$ cat src/rtl/pts_pkg_events.sv
// package and per-channel interrupt event generator of the pwm timer
`timescale 1ns/1ps
package pts_pkg;
    localparam int PTS_NUM_CH = 4;
    localparam int PTS_CNT_W = 32;
    localparam int PTS_NUM_CMP = 6;
    localparam int PTS_NUM_EVT = 9;
    // event positions in the per-channel event vector
    localparam int PTS_EVT_A = 0;
    localparam int PTS_EVT_B = 1;
    localparam int PTS_EVT_C = 2;
    localparam int PTS_EVT_D = 3;
    localparam int PTS_EVT_E = 4;
    localparam int PTS_EVT_F = 5;
    localparam int PTS_EVT_OVF = 6;
    localparam int PTS_EVT_UDF = 7;
    localparam int PTS_EVT_PCS = 8;
    localparam logic [PTS_NUM_EVT-1:0] PTS_EVT_RST = 9'h000;
    // bit positions of the update and select registers
    localparam int PTS_UPD_W = 2;
    localparam int PTS_UPD_START = 0;
    localparam int PTS_UPD_STOP = 1;
    localparam logic [PTS_NUM_CH-1:0] PTS_RUN_RST = 4'h0;
    // channels in order 1, 2, 4, 5; period-count stop exists on 1, 4 and 5
    localparam logic [PTS_NUM_CH-1:0] PTS_PC_MASK = 4'hD;

    function automatic logic pts_hit(input logic [PTS_CNT_W-1:0] cnt,
                                     input logic [PTS_CNT_W-1:0] ref_val,
                                     input logic step);
        pts_hit = step && (cnt == ref_val);
    endfunction : pts_hit
endpackage : pts_pkg

module pts_chan_events #(
    parameter bit HAS_PC = 1'b1
) (
    // clock and reset
    input wire logic clk_sys,
    input wire logic rst,
    // counter state
    input wire logic [pts_pkg::PTS_CNT_W-1:0] timer_count_value,
    input wire logic [pts_pkg::PTS_CNT_W-1:0] period_setting_register,
    input wire logic [pts_pkg::PTS_NUM_CMP-1:0][pts_pkg::PTS_CNT_W-1:0] compare_value,
    input wire logic count_step,
    input wire logic count_up,
    // capture and counter events
    input wire logic capture_a,
    input wire logic capture_b,
    input wire logic underflow_event,
    input wire logic period_count_stop_event,
    // event pulses
    output logic [pts_pkg::PTS_NUM_EVT-1:0] event_reg
);
    import pts_pkg::*;

    logic [PTS_NUM_EVT-1:0] event_next;

    always_comb begin
        event_next = PTS_EVT_RST;
        for (int i = 0; i < PTS_NUM_CMP; i++) begin
            event_next[i] = pts_hit(timer_count_value, compare_value[i], count_step);
        end
        event_next[PTS_EVT_A] = event_next[PTS_EVT_A] || capture_a;
        event_next[PTS_EVT_B] = event_next[PTS_EVT_B] || capture_b;
        event_next[PTS_EVT_OVF] = count_up &&
            pts_hit(timer_count_value, period_setting_register, count_step);
        event_next[PTS_EVT_UDF] = underflow_event;
        event_next[PTS_EVT_PCS] = HAS_PC && period_count_stop_event;
    end

    always_ff @(posedge clk_sys) begin
        if (rst) begin
            event_reg <= PTS_EVT_RST;
        end else begin
            event_reg <= event_next;
        end
    end
endmodule : pts_chan_events

$ cat src/rtl/pts_top.sv
// pwm timer interrupt events and simultaneous operation-enable update
//
// Notes on behaviour
// - channels 1, 4 and 5 offer nine events: compares a-f, overflow, underflow, period-count stop; channel 2 offers the first eight.
// - compare a and b events fire on compare match and on input capture.
// - overflow event fires when the up-counting counter matches the period setting.
// - period-count stop event exists only on channels 1, 4 and 5.
// - every event can start a transfer-controller transfer.
// - writing 1 updates the enable of every channel selecting that bit.
// - non-secure writes to a secure channel's update register are ignored.
// - non-secure writes never change the enable of a secure channel.
`timescale 1ns/1ps
module pts_top #(
    parameter int NCH = pts_pkg::PTS_NUM_CH,
    parameter logic [pts_pkg::PTS_NUM_CH-1:0] PC_MASK = pts_pkg::PTS_PC_MASK
) (
    // clock and reset
    input wire logic clk_sys,
    input wire logic rst,
    // counter state per channel
    input wire logic [NCH-1:0][pts_pkg::PTS_CNT_W-1:0] timer_count_value,
    input wire logic [NCH-1:0][pts_pkg::PTS_CNT_W-1:0] period_setting_register,
    input wire logic [NCH-1:0][pts_pkg::PTS_NUM_CMP-1:0][pts_pkg::PTS_CNT_W-1:0] compare_value,
    input wire logic [NCH-1:0] count_step,
    input wire logic [NCH-1:0] count_up,
    // capture and counter events per channel
    input wire logic [NCH-1:0] capture_a,
    input wire logic [NCH-1:0] capture_b,
    input wire logic [NCH-1:0] underflow_event,
    input wire logic [NCH-1:0] period_count_stop_event,
    // write to a channel's simultaneous enable update register
    input wire logic update_write_valid,
    input wire logic [$clog2(NCH)-1:0] update_write_channel,
    input wire logic [pts_pkg::PTS_UPD_W-1:0] update_write_data,
    input wire logic update_write_nonsecure,
    // per-channel select and security attribute
    input wire logic [NCH-1:0][pts_pkg::PTS_UPD_W-1:0] simultaneous_enable_select_register,
    input wire logic [NCH-1:0] channel_secure,
    // interrupt events
    output logic [NCH-1:0] irq_match_capture_a,
    output logic [NCH-1:0] irq_match_capture_b,
    output logic [NCH-1:0] irq_match_c,
    output logic [NCH-1:0] irq_match_d,
    output logic [NCH-1:0] irq_match_e,
    output logic [NCH-1:0] irq_match_f,
    output logic [NCH-1:0] irq_overflow,
    output logic [NCH-1:0] irq_underflow,
    output logic [NCH-1:0] irq_period_count_stop,
    // transfer-controller start requests
    output logic [NCH-1:0][pts_pkg::PTS_NUM_EVT-1:0] transfer_controllers_trigger,
    // operation enable per channel
    output logic [NCH-1:0] operation_enable
);
    import pts_pkg::*;

    logic [NCH-1:0][PTS_NUM_EVT-1:0] event_bus;
    logic [NCH-1:0] run_reg;
    logic [NCH-1:0] run_next;
    logic write_ok;

    // interrupt events, one generator per channel
    for (genvar c = 0; c < NCH; c++) begin : g_ch
        pts_chan_events #(
            .HAS_PC(PC_MASK[c])
        ) u_events (
            .clk_sys(clk_sys),
            .rst(rst),
            .timer_count_value(timer_count_value[c]),
            .period_setting_register(period_setting_register[c]),
            .compare_value(compare_value[c]),
            .count_step(count_step[c]),
            .count_up(count_up[c]),
            .capture_a(capture_a[c]),
            .capture_b(capture_b[c]),
            .underflow_event(underflow_event[c]),
            .period_count_stop_event(period_count_stop_event[c]),
            .event_reg(event_bus[c])
        );
        assign irq_match_capture_a[c] = event_bus[c][PTS_EVT_A];
        assign irq_match_capture_b[c] = event_bus[c][PTS_EVT_B];
        assign irq_match_c[c] = event_bus[c][PTS_EVT_C];
        assign irq_match_d[c] = event_bus[c][PTS_EVT_D];
        assign irq_match_e[c] = event_bus[c][PTS_EVT_E];
        assign irq_match_f[c] = event_bus[c][PTS_EVT_F];
        assign irq_overflow[c] = event_bus[c][PTS_EVT_OVF];
        assign irq_underflow[c] = event_bus[c][PTS_EVT_UDF];
        assign irq_period_count_stop[c] = event_bus[c][PTS_EVT_PCS];
        // every event source doubles as a transfer start
        assign transfer_controllers_trigger[c] = event_bus[c];
    end

    // simultaneous enable update
    // a non-secure write aimed at a secure channel's register is dropped whole
    assign write_ok = update_write_valid &&
        !(update_write_nonsecure && channel_secure[update_write_channel]);

    always_comb begin
        run_next = run_reg;
        if (write_ok) begin
            for (int c = 0; c < NCH; c++) begin
                // secure channels are out of reach of non-secure writes
                if (!(update_write_nonsecure && channel_secure[c])) begin
                    // zero bits leave enables alone; stop wins over start
                    if (update_write_data[PTS_UPD_STOP] &&
                        simultaneous_enable_select_register[c][PTS_UPD_STOP]) begin
                        run_next[c] = 1'b0;
                    end else if (update_write_data[PTS_UPD_START] &&
                        simultaneous_enable_select_register[c][PTS_UPD_START]) begin
                        run_next[c] = 1'b1;
                    end
                end
            end
        end
    end

    always_ff @(posedge clk_sys) begin
        if (rst) begin
            run_reg <= PTS_RUN_RST;
        end else begin
            run_reg <= run_next;
        end
    end

    assign operation_enable = run_reg;

    for (genvar c = 0; c < NCH; c++) begin : g_chk

    end
endmodule : pts_top

$ cat config.mk
export PLATFORM = sky130hd
export DESIGN_NAME = pts_top
export DESIGN_NICKNAME = d
export VERILOG_FILES = /design/src/rtl/pts_pkg_events.sv /design/src/rtl/pts_top.sv
export SDC_FILE = /design/constraint.sdc
export NUM_CORES = 1
export LEC_CHECK = 0
export BUFFER_PORTS_ARGS = -buffer_cell sky130_fd_sc_hd__buf_4
export CAP_MARGIN = 10
export CELL_PAD_IN_SITES_DETAIL_PLACEMENT = 1
export CELL_PAD_IN_SITES_GLOBAL_PLACEMENT = 1
export CORE_AREA = 5 5 443 445
export DETAILED_ROUTE_END_ITERATION = 12
export DIE_AREA = 0 0 448 450
export PLACE_DENSITY_LB_ADDON = 0.1
export SLEW_MARGIN = 5
export SYNTH_ARGS = -nofsm -noshare
export SYNTH_HDL_FRONTEND = slang
export SYNTH_SLANG_ARGS = --single-unit
$ cat constraint.sdc
create_clock -name clk_sys -period 1.72 [get_ports clk_sys]
set_input_delay 0.258 -clock clk_sys [delete_from_list [all_inputs] [get_ports clk_sys]]
set_output_delay 0.258 -clock clk_sys [all_outputs]
set_load 0.03 [all_outputs]
==> reports/qor.yml <==
pwr:
  leakagePower_nw: 11.0
  p_comb_share_pct: 70.8
  p_int_w: 0.00463
  powerDensity_nw_per_um2: 335
  p_seq_share_pct: 11.5
  vdd_drop_max_mv: 0.355
  p_sw_w: 0.00368
  netSwitchingFraction_pct: 44.3
  total_power_w: 0.00830
  pwr-share-clk_pct: 17.7
cts:
  clkSinkCount: 39
  post_cts_buffers: 0
  root_buffer: "clkbuf_16"
  clkLatencyLatePin_ns: 0.35
  htreeDepth: 2
  clk_pin_slew_ns: 0.11
  cts_buffers: 5
  cts_tree: "built"
  clockBufferDepth: 2
synthesis:
  avgSynthCellArea_um2: 7.96
  ys_seq_elements: 39
  ys_warn_count: 0
  yosysSeqAreaShare_pct: 6.66
  syn_area_um2: 11700
  synthCells: 1474
  yosys.cell_types.count: 27
layout:
  instances_no_fill: 5223
  fin_nets: 3748
  multi_input_area_um2: 10200
  largest_register_ffs: 35
  final_cell_mix: "1350 x buf_4, 817 x xor2_1, 182 x nor4_1"
  regArea_um2: 781
  final_common_cell: "buf_4"
  n_fill_cell: 23000
  syn2layout_area_growth_pct: 111
  drive_gt1_share_pct: 51.7
  design_area_um2: 24700
placed_design:
  dp_cells: 5199
  dpl.hpwl_um: 148000
  gp_congestion: 0.818
  placed_cell_area_um2: 24400
  port_buffers: 1140
global_route:
  antenna_found_initial: 37
  groute.usage.overall_pct: 15.1
  grt_max_degree: 13
  grt_pass1_vias: 17800
  grt_remaining_overflow: 0
  grt_first_pass_wirelength_um: 196000
sta:
  worst_slew_pin_slew_ns: 0.658
  maxSlewHeadroom_pct: 55.7
  finalSetupViolCount: 0
  rsz0062_at_grt: "false"
  fin_crit_ns: 1.68
  post-route-period-util_pct: 97.9
  final-hold-violation-count: 0
  slew_violations: 0
  fin_skew_ns: 0
  fmax_mhz: 594
flow_run:
  max-cap-violations: 0
die:
  fp.coreArea_um2: 192000
  rows: 161
  io_pins: 1144
  die_area_um2: 202000
  die_h_um: 450
  initial_core_util_pct: 6.12
  fp.dieW_um: 448
drt:
  via_count: 15400
  drtAntennaViolNets: 0
  drc: 0
  routed_wl_um: 160000
  dr.pass1.iters: 4
  viasPerCell: 2.94
  drt_iter0_markers: 507
  post_drt_wl_per_cell_um: 30.6
critical_path:
  crit_path_top_delay_cell: "nor4_1"
  critPathArrivalTime_ns: 2.00
  cp_common_cell: "buf_4"
  crit_path_cell_trace: "buf_4, buf_4, xor2_1, nor4_1, buf_4, nand4_1, nor3_1, buf_4"
  cpPeakStageDelay_ns: 0.39
  cp_max_fo: 5
  crit_type: "in -> reg"
  worstPathRequired_ns: 2.04
  crit_buf_inv: 4
  critPathTopFamily: "simple AND/OR/NAND/NOR gates"
  critPathLaunchType: "primary input"
  cp-end-kind: "flop"
min_path:
  hold_class: "in -> reg"
run_status:
  status: "complete, no violations"
==> what timing repair did <==
| item | 4_1_cts | 5_1_grt |
|---|---|---|
| resized for setup | 12 | 1 |
| setup endpoints to repair | 7 | 1 |
| hold buffers | 0 | 0 |
| pin swaps | 2 | 0 |
==> final cells by class <==
cell class                 count  area share [%]
sequential                    39            3.16
timing repair buffer        1365            42.1
clock inverter                 2           0.142
inverter                       1          0.0152
multi-input combinational   1268            41.1
antenna                       16           0.162
tap                         2526            12.8
clock buffer                   6           0.561
==> synth_stat cells, drive strengths merged <==
library cell,n,area (µm²)
a21oi,1,5.00
a311oi,4,35.0
a31oi,4,25.0
and2,2,12.5
and2b,1,7.51
and4,1,8.76
buf,111,656
clkbuf,56,210
conb,1,3.75
dfxtp,39,781
inv,1,3.75
mux4,1,22.5
nand2,3,11.3
nand2b,8,50.1
nand3,52,260
nand4,39,244
nor2b,10,62.6
nor3,40,200
nor4,191,1190
o21ai,5,28.8
o31ai,8,60.1
or4,1,7.51
xnor2,78,683
xor2,817,7160
==> per-layer routing <==
| metal | up-vias | routed length [µm] | track usage [%] |
|---|---|---|---|
| li1 | 7297 | - | - |
| met1 | 7370 | 60400 | 16.5 |
| met2 | 594 | 87800 | 30.1 |
| met3 | 72 | 9840 | 3.74 |
| met4 | 18 | 1660 | 1.51 |
| met5 | - | 114 | 0 |
==> power groups by stage <==
stage	Combinational, W	Sequential (W)	Clock [W]
floorplan	0.00209	0.00100	0
global placement	0.00602	0.000982	0
detailed placement	0.00602	0.000980	0
CTS	0.00607	0.000961	0.00167
global route	0.00633	0.000963	0.00165
finish	0.00587	0.000958	0.00147
==> path summary, 6_finish.rpt <==
check | start | end | slack [ns] | cells past startpoint
worst min register to register | operation_enable[1] | operation_enable[1] | 0.56 | 2
worst max register to register | operation_enable[0] | operation_enable[0] | 0.97 | 2
worst min-delay path | capture_b[3] | g_ch[3].u_events.event_reg[1] | 0.09 | 3
worst max-delay path | timer_count_value[35] | g_ch[1].u_events.event_reg[4] | 0.04 | 8
==> worst reg2reg max path, stage by stage, from the launching register on <==
cell and delay, ns:
dfxtp_1 0.37, a31oi_1 0.06, a311oi_1 0.24
==> cell families after synthesis <==
kind of cell / count (synthesis) / synth area share [%]
xor gates and xnor gates: 895 / 66.8
and+or+nand+nor: 348 / 17.6
buffers and inverters: 168 / 7.41
DFF: 39 / 6.66
AOI/OAI and AO/OA: 22 / 1.31
muxes: 1 / 0.192
other: 1 / 0.0320
==> stage by stage <==
stage / utilization [%] / hold WS (ns) / setup TNS (ns) / worst slack (ns)
2_1_floorplan: - / 0.368 / 0 / 0.340
3_3_place_gp: 12.7 / 0.460 / -8.07 / -1.05
3_5_place_dp: 12.7 / 0.465 / -7.87 / -1.08
4_1_cts: 12.9 / 0.0348 / 0 / 0.0266
5_1_grt: 12.9 / 0.0554 / 0 / 0.0198
6_report: 12.9 / 0.0918 / 0 / 0.0369
Power figures use the tool's default switching activity.
